**src/hdl/fe_cfg_params.svh**
```systemverilog
// Constants for the converter front-end configuration register slice.
// Assumes inclusion by the package and the top module by bare name.
// Contract
// RULE1 - Location 0x0F is read-only, always reads zero, resets to zero.
// RULE2 - Amplifier register bit 7: 0 keeps amplifier active, 1 bypasses it.
// RULE3 - Amplifier register at 0x10 resets zero; gain code n gives gain 2^n.
// RULE4 - Positive selector bits 7:4 decode common, inputs 0-9, sensors, open, mid-supply.
// RULE5 - Negative selector bits 3:0 use the same code mapping.
// RULE6 - Input select register at 0x11 resets to 0xFF, both mid-supply.
// RULE7 - Bias register bit 4 connects level-shift bias to common input pin.
// RULE8 - Bias register bit 3: 0 pull-up, 1 pull-down burn-out current.
// RULE9 - Bias bits 2:0: off, 50nA, 200nA, 1uA, 10uA; 101-111 reserved.
// RULE10 - Bias register at 0x12 resets to 0x00.
// RULE11 - Host writes zero to reserved bits and avoids reserved magnitude codes.
// RULE12 - Writes to location 0x0F are ignored; it keeps reading zero.
`ifndef FE_CFG_PARAMS_SVH
`define FE_CFG_PARAMS_SVH

// --------------------------------------------------------------------------
// Register indices and byte addresses (index times four)
// --------------------------------------------------------------------------
`define ZERO_FILLER_IDX 8'h0F
`define AMP_CFG_IDX 8'h10
`define SRC_SEL_IDX 8'h11
`define BIAS_CFG_IDX 8'h12
`define ADDR_W 8
`define ZERO_FILLER_ADDR 8'h3C
`define AMP_CFG_ADDR 8'h40
`define SRC_SEL_ADDR 8'h44
`define BIAS_CFG_ADDR 8'h48

// --------------------------------------------------------------------------
// Reset values and field positions
// --------------------------------------------------------------------------
`define ZERO_FILLER_RST 8'h00
`define AMP_CFG_RST 8'h00
`define SRC_SEL_RST 8'hFF
`define BIAS_CFG_RST 8'h00
`define AMP_BYPASS_BIT 7
`define AMP_GAIN_LSB 0
`define SRC_POS_LSB 4
`define SRC_NEG_LSB 0
`define BIAS_LSV_BIT 4
`define BIAS_POL_BIT 3
`define BIAS_MAG_LSB 0
`define BURNOUT_MAX_CODE 3'h4
`define RESP_OKAY 2'h0
`define RESP_SLVERR 2'h2

`endif

```
**src/hdl/fe_cfg_pkg.sv**
```systemverilog
// Types for the converter front-end configuration register slice.
// Assumes the params header sits on the include path.
`default_nettype none
package fe_cfg_pkg;
`include "fe_cfg_params.svh"

  typedef enum logic [3:0] {
    SRC_COMMON = 4'h0, SRC_ANALOG_INPUT_ZERO = 4'h1, SRC_AIN1 = 4'h2, SRC_AIN2 = 4'h3,
    SRC_AIN3 = 4'h4, SRC_AIN4 = 4'h5, SRC_AIN5 = 4'h6, SRC_AIN6 = 4'h7,
    SRC_AIN7 = 4'h8, SRC_AIN8 = 4'h9, SRC_ANALOG_INPUT_NINE = 4'hA, SRC_TEMP = 4'hB,
    SRC_AVDD_DIV4 = 4'hC, SRC_DVDD_DIV4 = 4'hD, SRC_OPEN = 4'hE, SRC_MID_SUPPLY = 4'hF
  } input_source_t;

  typedef struct packed {
    logic bypass;          // Amplifier bypassed
    logic [7:0] gain;      // One-hot gain, bit n = gain 2^n
    logic [15:0] pos_sel;  // One-hot positive source
    logic [15:0] neg_sel;  // One-hot negative source
    logic bias_enable;     // Level-shift bias on common pin
    logic pull_down;       // Burn-out current direction
    logic [4:0] burnout;   // One-hot magnitude: off,50n,200n,1u,10u
    logic burnout_bad;     // Reserved magnitude code programmed
  } analog_ctrl_t;

  typedef enum logic [1:0] {
    BUS_IDLE = 2'b00,
    BUS_WRESP = 2'b01,
    BUS_RRESP = 2'b10
  } bus_state_t;

  typedef struct packed {
    logic [7:0] amp_cfg_reg;
    logic [7:0] src_sel_reg;
    logic [7:0] bias_cfg_reg;
    logic aw_got;
    logic [7:0] aw_addr;
    logic w_got;
    logic [31:0] w_data;
    logic [3:0] w_strb;
    logic awready;
    logic wready;
    logic arready;
    logic bvalid;
    logic [1:0] bresp;
    logic rvalid;
    logic [31:0] rdata;
    logic [1:0] rresp;
    analog_ctrl_t ctrl;
  } regs_state_t;

endpackage : fe_cfg_pkg
`default_nettype wire

```
**src/hdl/fe_cfg_decode.sv**
```systemverilog
// Decodes the three stored configuration bytes into one-hot analog controls.
// Purely combinational; the top registers its result.
`default_nettype none
`include "fe_cfg_params.svh"
module fe_cfg_decode
  import fe_cfg_pkg::*;
(
  input wire logic [7:0] amp_cfg,     // Amplifier configuration byte
  input wire logic [7:0] src_sel,     // Input source select byte
  input wire logic [7:0] bias_cfg,    // Input bias configuration byte
  output analog_ctrl_t ctrl           // Decoded controls
);

  function automatic logic [15:0] src_onehot(input logic [3:0] code);
    src_onehot = 16'h0001 << code;
  endfunction : src_onehot

  always_comb
  begin
    ctrl = '0;
    ctrl.bypass = amp_cfg[`AMP_BYPASS_BIT];                                // [RULE2]
    ctrl.gain = 8'h01 << amp_cfg[`AMP_GAIN_LSB +: 3];                      // [RULE3]
    ctrl.pos_sel = src_onehot(src_sel[`SRC_POS_LSB +: 4]);                 // [RULE4]
    ctrl.neg_sel = src_onehot(src_sel[`SRC_NEG_LSB +: 4]);                 // [RULE5]
    ctrl.bias_enable = bias_cfg[`BIAS_LSV_BIT];                            // [RULE7]
    ctrl.pull_down = bias_cfg[`BIAS_POL_BIT];                              // [RULE8]
    // Reserved magnitude codes leave the sources off rather than guess
    if (bias_cfg[`BIAS_MAG_LSB +: 3] > `BURNOUT_MAX_CODE)
    begin
      ctrl.burnout = 5'h01;                                                // [RULE9]
      ctrl.burnout_bad = 1'b1;
    end
    else
    begin
      ctrl.burnout = 5'h01 << bias_cfg[`BIAS_MAG_LSB +: 3];                // [RULE9]
    end
  end

endmodule : fe_cfg_decode
`default_nettype wire

```
**src/hdl/fe_cfg_regs.sv**
```systemverilog
// AXI4-Lite slave holding the converter front-end configuration registers.
// Assumes a single 100 MHz clock and same-domain AXI master.
`default_nettype none
`include "fe_cfg_params.svh"
module fe_cfg_regs
  import fe_cfg_pkg::*;
(
  input wire logic CLOCK,                 // 100 MHz clock
  input wire logic ARST_N,                // Async reset, active low
  input wire logic [7:0] S_AXI_AWADDR,    // Write address
  input wire logic S_AXI_AWVALID,         // Write address valid
  output logic S_AXI_AWREADY,             // Write address ready
  input wire logic [31:0] S_AXI_WDATA,    // Write data
  input wire logic [3:0] S_AXI_WSTRB,     // Write strobes
  input wire logic S_AXI_WVALID,          // Write data valid
  output logic S_AXI_WREADY,              // Write data ready
  output logic [1:0] S_AXI_BRESP,         // Write response
  output logic S_AXI_BVALID,              // Write response valid
  input wire logic S_AXI_BREADY,          // Write response ready
  input wire logic [7:0] S_AXI_ARADDR,    // Read address
  input wire logic S_AXI_ARVALID,         // Read address valid
  output logic S_AXI_ARREADY,             // Read address ready
  output logic [31:0] S_AXI_RDATA,        // Read data
  output logic [1:0] S_AXI_RRESP,         // Read response
  output logic S_AXI_RVALID,              // Read data valid
  input wire logic S_AXI_RREADY,          // Read data ready
  output analog_ctrl_t ANALOG_CTRL        // Registered analog controls
);

  regs_state_t st_reg;
  regs_state_t st_next;
  analog_ctrl_t ctrl_dec;

  // --------------------------------------------------------------------------
  // Address decode
  // --------------------------------------------------------------------------
  function automatic logic addr_known(input logic [7:0] a);
    addr_known = (a == `ZERO_FILLER_ADDR) || (a == `AMP_CFG_ADDR) ||
                 (a == `SRC_SEL_ADDR) || (a == `BIAS_CFG_ADDR);
  endfunction : addr_known

  function automatic logic [7:0] read_byte(input regs_state_t s, input logic [7:0] a);
    case (a)
      `ZERO_FILLER_ADDR: read_byte = `ZERO_FILLER_RST;  // [RULE1]
      `AMP_CFG_ADDR: read_byte = s.amp_cfg_reg;
      `SRC_SEL_ADDR: read_byte = s.src_sel_reg;
      `BIAS_CFG_ADDR: read_byte = s.bias_cfg_reg;
      default: read_byte = 8'h00;
    endcase
  endfunction : read_byte

  fe_cfg_decode u_decode (
    .amp_cfg(st_reg.amp_cfg_reg),
    .src_sel(st_reg.src_sel_reg),
    .bias_cfg(st_reg.bias_cfg_reg),
    .ctrl(ctrl_dec)
  );

  // --------------------------------------------------------------------------
  // Next state
  // --------------------------------------------------------------------------
  always_comb
  begin
    st_next = st_reg;
    st_next.ctrl = ctrl_dec;

    // Write address and data are caught in either order
    if (st_reg.awready && S_AXI_AWVALID)
    begin
      st_next.aw_got = 1'b1;
      st_next.aw_addr = S_AXI_AWADDR;
      st_next.awready = 1'b0;
    end
    if (st_reg.wready && S_AXI_WVALID)
    begin
      st_next.w_got = 1'b1;
      st_next.w_data = S_AXI_WDATA;
      st_next.w_strb = S_AXI_WSTRB;
      st_next.wready = 1'b0;
    end

    // Commit once both halves are held and no response is pending
    if (st_reg.aw_got && st_reg.w_got && !st_reg.bvalid)
    begin
      st_next.aw_got = 1'b0;
      st_next.w_got = 1'b0;
      st_next.bvalid = 1'b1;
      st_next.bresp = addr_known(st_reg.aw_addr) ? `RESP_OKAY : `RESP_SLVERR;
      if (st_reg.w_strb[0])
      begin
        case (st_reg.aw_addr)
          `AMP_CFG_ADDR: st_next.amp_cfg_reg = st_reg.w_data[7:0];     // [RULE2] [RULE3]
          `SRC_SEL_ADDR: st_next.src_sel_reg = st_reg.w_data[7:0];     // [RULE4] [RULE5]
          `BIAS_CFG_ADDR: st_next.bias_cfg_reg = st_reg.w_data[7:0];   // [RULE7] [RULE8] [RULE9]
          // Zero filler slot takes no store: writes are dropped
          `ZERO_FILLER_ADDR: st_next.bresp = `RESP_OKAY;              // [RULE12]
          default: st_next.bresp = `RESP_SLVERR;
        endcase
      end
    end

    if (st_reg.bvalid && S_AXI_BREADY)
    begin
      st_next.bvalid = 1'b0;
      st_next.awready = 1'b1;
      st_next.wready = 1'b1;
    end

    // Read: one outstanding; arready drops until the data is taken
    if (st_reg.arready && S_AXI_ARVALID)
    begin
      st_next.arready = 1'b0;
      st_next.rvalid = 1'b1;
      st_next.rdata = {24'h00_0000, read_byte(st_reg, S_AXI_ARADDR)};
      st_next.rresp = addr_known(S_AXI_ARADDR) ? `RESP_OKAY : `RESP_SLVERR;
    end
    if (st_reg.rvalid && S_AXI_RREADY)
    begin
      st_next.rvalid = 1'b0;
      st_next.arready = 1'b1;
    end
  end

  // --------------------------------------------------------------------------
  // State register
  // --------------------------------------------------------------------------
  always_ff @(posedge CLOCK or negedge ARST_N)
  begin
    if (!ARST_N)
    begin
      st_reg <= '0;
      st_reg.amp_cfg_reg <= `AMP_CFG_RST;       // [RULE3]
      st_reg.src_sel_reg <= `SRC_SEL_RST;       // [RULE6]
      st_reg.bias_cfg_reg <= `BIAS_CFG_RST;     // [RULE10]
      st_reg.awready <= 1'b1;
      st_reg.wready <= 1'b1;
      st_reg.arready <= 1'b1;
      st_reg.ctrl.gain <= 8'h01;
      st_reg.ctrl.pos_sel <= 16'h8000;          // [RULE6]
      st_reg.ctrl.neg_sel <= 16'h8000;
      st_reg.ctrl.burnout <= 5'h01;             // [RULE10]
    end
    else
    begin
      st_reg <= st_next;
    end
  end

  assign S_AXI_AWREADY = st_reg.awready;
  assign S_AXI_WREADY = st_reg.wready;
  assign S_AXI_BVALID = st_reg.bvalid;
  assign S_AXI_BRESP = st_reg.bresp;
  assign S_AXI_ARREADY = st_reg.arready;
  assign S_AXI_RVALID = st_reg.rvalid;
  assign S_AXI_RDATA = st_reg.rdata;
  assign S_AXI_RRESP = st_reg.rresp;
  assign ANALOG_CTRL = st_reg.ctrl;

endmodule : fe_cfg_regs
`default_nettype wire

```
**config.mk**
```make
export PLATFORM = sky130hd
export DESIGN_NAME = fe_cfg_regs
export DESIGN_NICKNAME = d
export VERILOG_FILES = /design/src/hdl/fe_cfg_pkg.sv /design/src/hdl/fe_cfg_decode.sv /design/src/hdl/fe_cfg_regs.sv
export VERILOG_INCLUDE_DIRS = /design/src /design/src/hdl
export SDC_FILE = /design/constraint.sdc
export NUM_CORES = 1
export LEC_CHECK = 0
export ABC_AREA = 1
export BUFFER_PORTS_ARGS = -buffer_cell sky130_fd_sc_hd__buf_2
export CAP_MARGIN = 20
export CORE_MARGIN = 2
export CORE_UTILIZATION = 45
export DETAILED_ROUTE_END_ITERATION = 16
export HOLD_SLACK_MARGIN = 0.15
export MAX_ROUTING_LAYER = met4
export PLACE_DENSITY = 0.81
export SYNTH_ARGS = -nofsm -noshare
export SYNTH_HDL_FRONTEND = slang
export SYNTH_HIERARCHICAL = 1
export SYNTH_SLANG_ARGS = --single-unit
```
**constraint.sdc**
```tcl
create_clock -name CLOCK -period 2 [get_ports CLOCK]
set_clock_uncertainty 0.2 [all_clocks]
set_input_delay 0.2 -clock CLOCK [delete_from_list [all_inputs] [get_ports CLOCK]]
set_output_delay 0.2 -clock CLOCK [all_outputs]
set_load 0.03 [all_outputs]
```
== Word-level counts from Yosys, hierarchy flattened ==
Cells that the tools add are included.
Operators by class
  shift operators: 4
  reduce and logical (&&, ||, !) cells: 24
  $lt $le $gt $ge: 1
  eq/ne operators: 8
  mux-type cells: 20
Operators with widths (count)
  == test 8 x 7 -> 1 bit (second input constant): 6
  two-way mux 37 bit: 1
  two-way mux 35 bit: 1
  left shift 1 x 4 -> 16 bit (first input constant): 2
  case mux 8 bit (3 select lines): 1
  == test 8 x 6 -> 1 bit (second input constant): 2
  nonzero test 2 bit: 6
  two-way mux 1 bit: 9
  two-way mux 9 bit: 1
  AND reduction 3 bit: 3
  two-way mux 2 bit: 4
  left shift 1 x 3 -> 8 bit (first input constant): 1
  logical AND 1 bit: 7
  logical OR 1 bit: 6
  two-way mux 5 bit: 1
  left shift 1 x 3 -> 5 bit (first input constant): 1
  case mux 2 bit (2 select lines): 1
  greater-than comparator 3 bit (second input constant): 1
  two-way mux 3 bit: 1
  OR reduction 3 bit: 1
  zero test 1 bit: 1
Storage, ports and cells
  logic and storage cells: 81
  bits in registers: 136
  bits of input ports: 59
  output and inout port bits: 90

== Longest topological paths before layout ==
  depth in word-level cells: 9
  mapped depth: 8
  mapped depth without buffers: 7

== Hierarchy ==
The synthesis kept the hierarchy.
Modules (own cells, without submodules)
  fe_cfg_regs: cells an instance 434, times used 1, seq. area each 2696.3 µm², area an instance 4526.8 µm²
  fe_cfg_decode: cells an instance 87, times used 1, seq. area each 0.0 µm², area an instance 419.2 µm²

== Least setup slack after synthesis ==
OpenSTA, ideal clock, no wires.
  path kind: flip-flop to flip-flop
  start: reg st_reg, in the netlist S_AXI_BVALID
  end: reg st_reg[142] (netlist bit)
  data required time: 1.681 ns
  slack: 0.363 ns
  period minus slack after synthesis: 1.637 ns
  library setup time: 0.119 ns
  stages on the path, launching flop included: 9
  buffers on the path: 2
  arrival: 1.318 ns
  cells stage by stage: dfrtp_1 inv_2 nand3_4 nor2_4 buf_8 nand3_4 buf_6 nand2_2 o21ai_2
Between the ends
  longest elaborated chain between the ends: 3
RTL lines
  from (decl): line fe_cfg_regs.sv:30  | regs_state_t st_reg;
  from (signal assigned): line fe_cfg_regs.sv:145  | st_reg <= st_next;
  zero test 1 bit: line fe_cfg_regs.sv:83  | if (st_reg.aw_got && st_reg.w_got && !st_reg.bvalid)
  logical AND 1 bit: line fe_cfg_regs.sv:83
  AND reduction 3 bit (no source line)
Every way passes these cells.
A chain may end at the register's enable or synchronous reset.

== Final worst setup path ==
  start: in S_AXI_ARADDR[2]
  end: reg st_reg, in the netlist S_AXI_RDATA[1]
Between the ends
  longest elaborated chain between the ends: 2
  elaborated cells on any way between the ends: 4
  classes of those cells: 3 x eq/ne; 1 x mux
RTL lines
  from (decl): line fe_cfg_regs.sv:20  | input wire logic [7:0] S_AXI_ARADDR,
  == test 8 x 7 -> 1 bit: line fe_cfg_regs.sv:43  | case (a)
  case mux 8 bit (3 select lines) *: line fe_cfg_regs.sv:43
Every way passes the cells marked *; elsewhere a longest branch is shown, timed or not.

==> impl_metrics.yaml <==
run_status:
  outcome: "finished, final reports clean"
synthesis:
  yosysSeqAreaShare_pct: 54.5
  syn_area_um2: 4950
  yosysWarnings: 6
  synthesis.instances: 521
  synth.distinct_cells: 25
  syn_area_per_cell_um2: 9.49
  ys_ff_latch: 107
global_route:
  grt_overflow: 0
  antenna_found_initial: 0
  grt_pass1_vias: 3287
  grt_usage_pct: 16.3
  grt_max_degree: 45
  grt_pass1_wl_um: 14700
timing:
  finalHoldViolations: 0
  rsz0062_at_grt: "false"
  fin_crit_sh_pct: 94.3
  setup_viol: 0
  finalMaxSlewViolations: 0
  tightest_slew_ps: 626
  fin_setup_tns_ps: 0
  final.min_clock_period_ps: 1890
  timing.final.ws_setup_ps: 114
  max-slew-margin-rel_pct: 58.1
  max_freq_mhz: 530
clock_network:
  numCtsBuffers: 9
  insertion_delay_ps: 360
  cts_root_buffer: "clkbuf_8"
  post_cts_buffers: 0
  h-tree-depth: 3
  post_cts_resized: 0
  tritoncts: "yes"
  cts.sinks: 107
  cts_max_path_buffers: 2
  clk_pin_slew_ps: 110
cells_and_area:
  final_area_um2: 5510
  finalCoreUtilization_pct: 51.0
  stdcell_count: 737
  drive_gt1_share_pct: 28.0
  antenna_cells: 0
  largest_register_ffs: 49
  layout-area-overhead-vs-synth_pct: 11.3
  nets: 654
floorplanning:
  io_pins: 149
  die_h_um: 109
  die_w_um: 109
  dieArea_um2: 11800
  start_util_pct: 45.8
  row_count: 38
  coreArea_um2: 10800
drt:
  top_layer_used: "met4"
  via_count: 3380
  wl_met1_um: 3880
  drtIter0Drc: 233
  dr_wl_met3_um: 440
  drc: 0
  wl_met2_um: 4620
  wl_per_cell_um: 12.5
  viasPerCell: 4.59
  first_pass_iters: 4
  ant_nets: 0
  wirelength_um: 9180
critical_path:
  timing.rr.start: "S_AXI_ARREADY"
  cp-startpoint: "S_AXI_ARADDR[2]"
  crit_fanout: 8
  arrival_ps: 1990
  worstPathRequired_ps: 2100
  cp-end-kind: "flip-flop"
  cp-start-kind: "input port"
  worstSetupPathType: "input port to flip-flop"
placed_design:
  io_buffers: 95
  place_ws_ps: 343
  gp_congestion: 0.814
  placed_cells: 691
  dpl_cell_area_um2: 5020
  post-dp-hpwl_um: 6640
job:
  drv_cap: 0
power:
  cellPowerDensity_nw_per_um2: 1020
  switchingPower_w: 0.00209
  peakVddDrop_uv: 472
  p_seq_share_pct: 51.4
  swShare_pct: 37.2
  p_leak_nw: 2.95
  internal_power_w: 0.00354
  power.clock.fraction_pct: 22.0
  p_comb_share_pct: 26.5
min_path:
  hp-class: "input port to asynchronous set/reset pin"
[metrics by stage]
step	power (W)	hold slack, ps
2_1_floorplan	0.00412	-296
3_3_place_gp	0.00429	4.46
3_5_place_dp	0.00436	20.0
4_1_cts	0.00566	168
5_1_grt	0.00595	202
6_report	0.00563	161
[routing by layer]
layer | global-route usage [%] | vias up
met2 | 27.9 | 109
met1 | 18.3 | 1588
met5 | - | -
met4 | 7.78 | 0
li1 | - | 1665
met3 | 3.05 | 18
[power by group through the flow]
stage | Sequential [W] | Combinational [W] | Clock (W)
global route | 0.00295 | 0.00165 | 0.00136
CTS | 0.00289 | 0.00150 | 0.00127
finish | 0.00290 | 0.00149 | 0.00124
detailed placement | 0.00294 | 0.00143 | 0
floorplan | 0.00294 | 0.00118 | 0
global placement | 0.00292 | 0.00137 | 0
[path summary, 6_finish.rpt]
check	end	slack (ps)	depth (start not counted)
setup reg to reg	S_AXI_ARREADY	360	3
min in group CLOCK	S_AXI_RRESP[1]	190	7
max in group asynchronous	ANALOG_CTRL[1]	770	3
hold reg to reg	ANALOG_CTRL[7]	230	0
hold / removal	ANALOG_CTRL[16]	160	2
setup / recovery	S_AXI_RDATA[1]	110	9
[cell usage after synthesis]
cell	number	area share, %
nand3_4	2	0.71
o21ai_0	20	2.0
dfrtp_1	92	47
o21ai_2	16	2.8
clkbuf_1	2	0.15
inv_1	43	3.3
nand2_2	2	0.25
buf_6	2	0.46
buf_8	1	0.30
nor2_1	43	3.3
nand4_1	3	0.38
nor2_2	2	0.25
conb_1	1	0.076
nand2_1	104	7.9
nor3_4	1	0.33
nor3_1	7	0.71
dfstp_2	15	8.0
buf_4	92	14
nor3_2	4	0.81
ha_1	3	0.76
clkinv_1	2	0.15
inv_2	5	0.38
nand3_1	56	5.7
nor2_4	2	0.46
nand3b_4	1	0.40
[cells by family after synthesis]
family	Yosys count	share of synthesized area [%]
flops	107	54.5
simple gates	227	21.1
buf+inv	147	18.7
compound gates	36	4.86
fa+ha+maj	3	0.759
other cells	1	0.0758
[layout by cell type (no fill, tap or decap), types with 5 or more instances in the layout]
| master | count |
|---|---|
| inv_2 | 5 |
| conb_1 | 26 |
| o21ai_2 | 16 |
| nor3_1 | 7 |
| buf_4 | 7 |
| dlygate4sd3_1 | 30 |
| buf_2 | 94 |
| dfstp_2 | 15 |
| dfrtp_1 | 92 |
| inv_1 | 43 |
| o21ai_0 | 20 |
| nand2_1 | 104 |
| clkbuf_8 | 9 |
| nand3_1 | 56 |
| nor2_1 | 43 |
[critical path, cell delays in order]
cell           delay, ps
dlygate4sd3_1        540
buf_2                140
inv_1                 60
nand2_1               50
nor2_1               480
nand3_1              200
nand3_1              180
nand2_1               70
nand2_1               60
[area by class of cell]
class | count | area, um^2
timing repair buffer | 132 | 843
inverter | 50 | 188
fill | 992 | 5290
clock buffer | 10 | 128
clock inverter | 6 | 56.3
tap | 140 | 175
sequential | 107 | 2700
multi-input combinational | 292 | 1420
[what timing repair did]
action,in CTS,in global routing
setup endpoints to repair,0,0
hold buffers,30,0
endpoints found under the hold margin,126,0
Note: power is estimated with default switching activity, not from simulation.
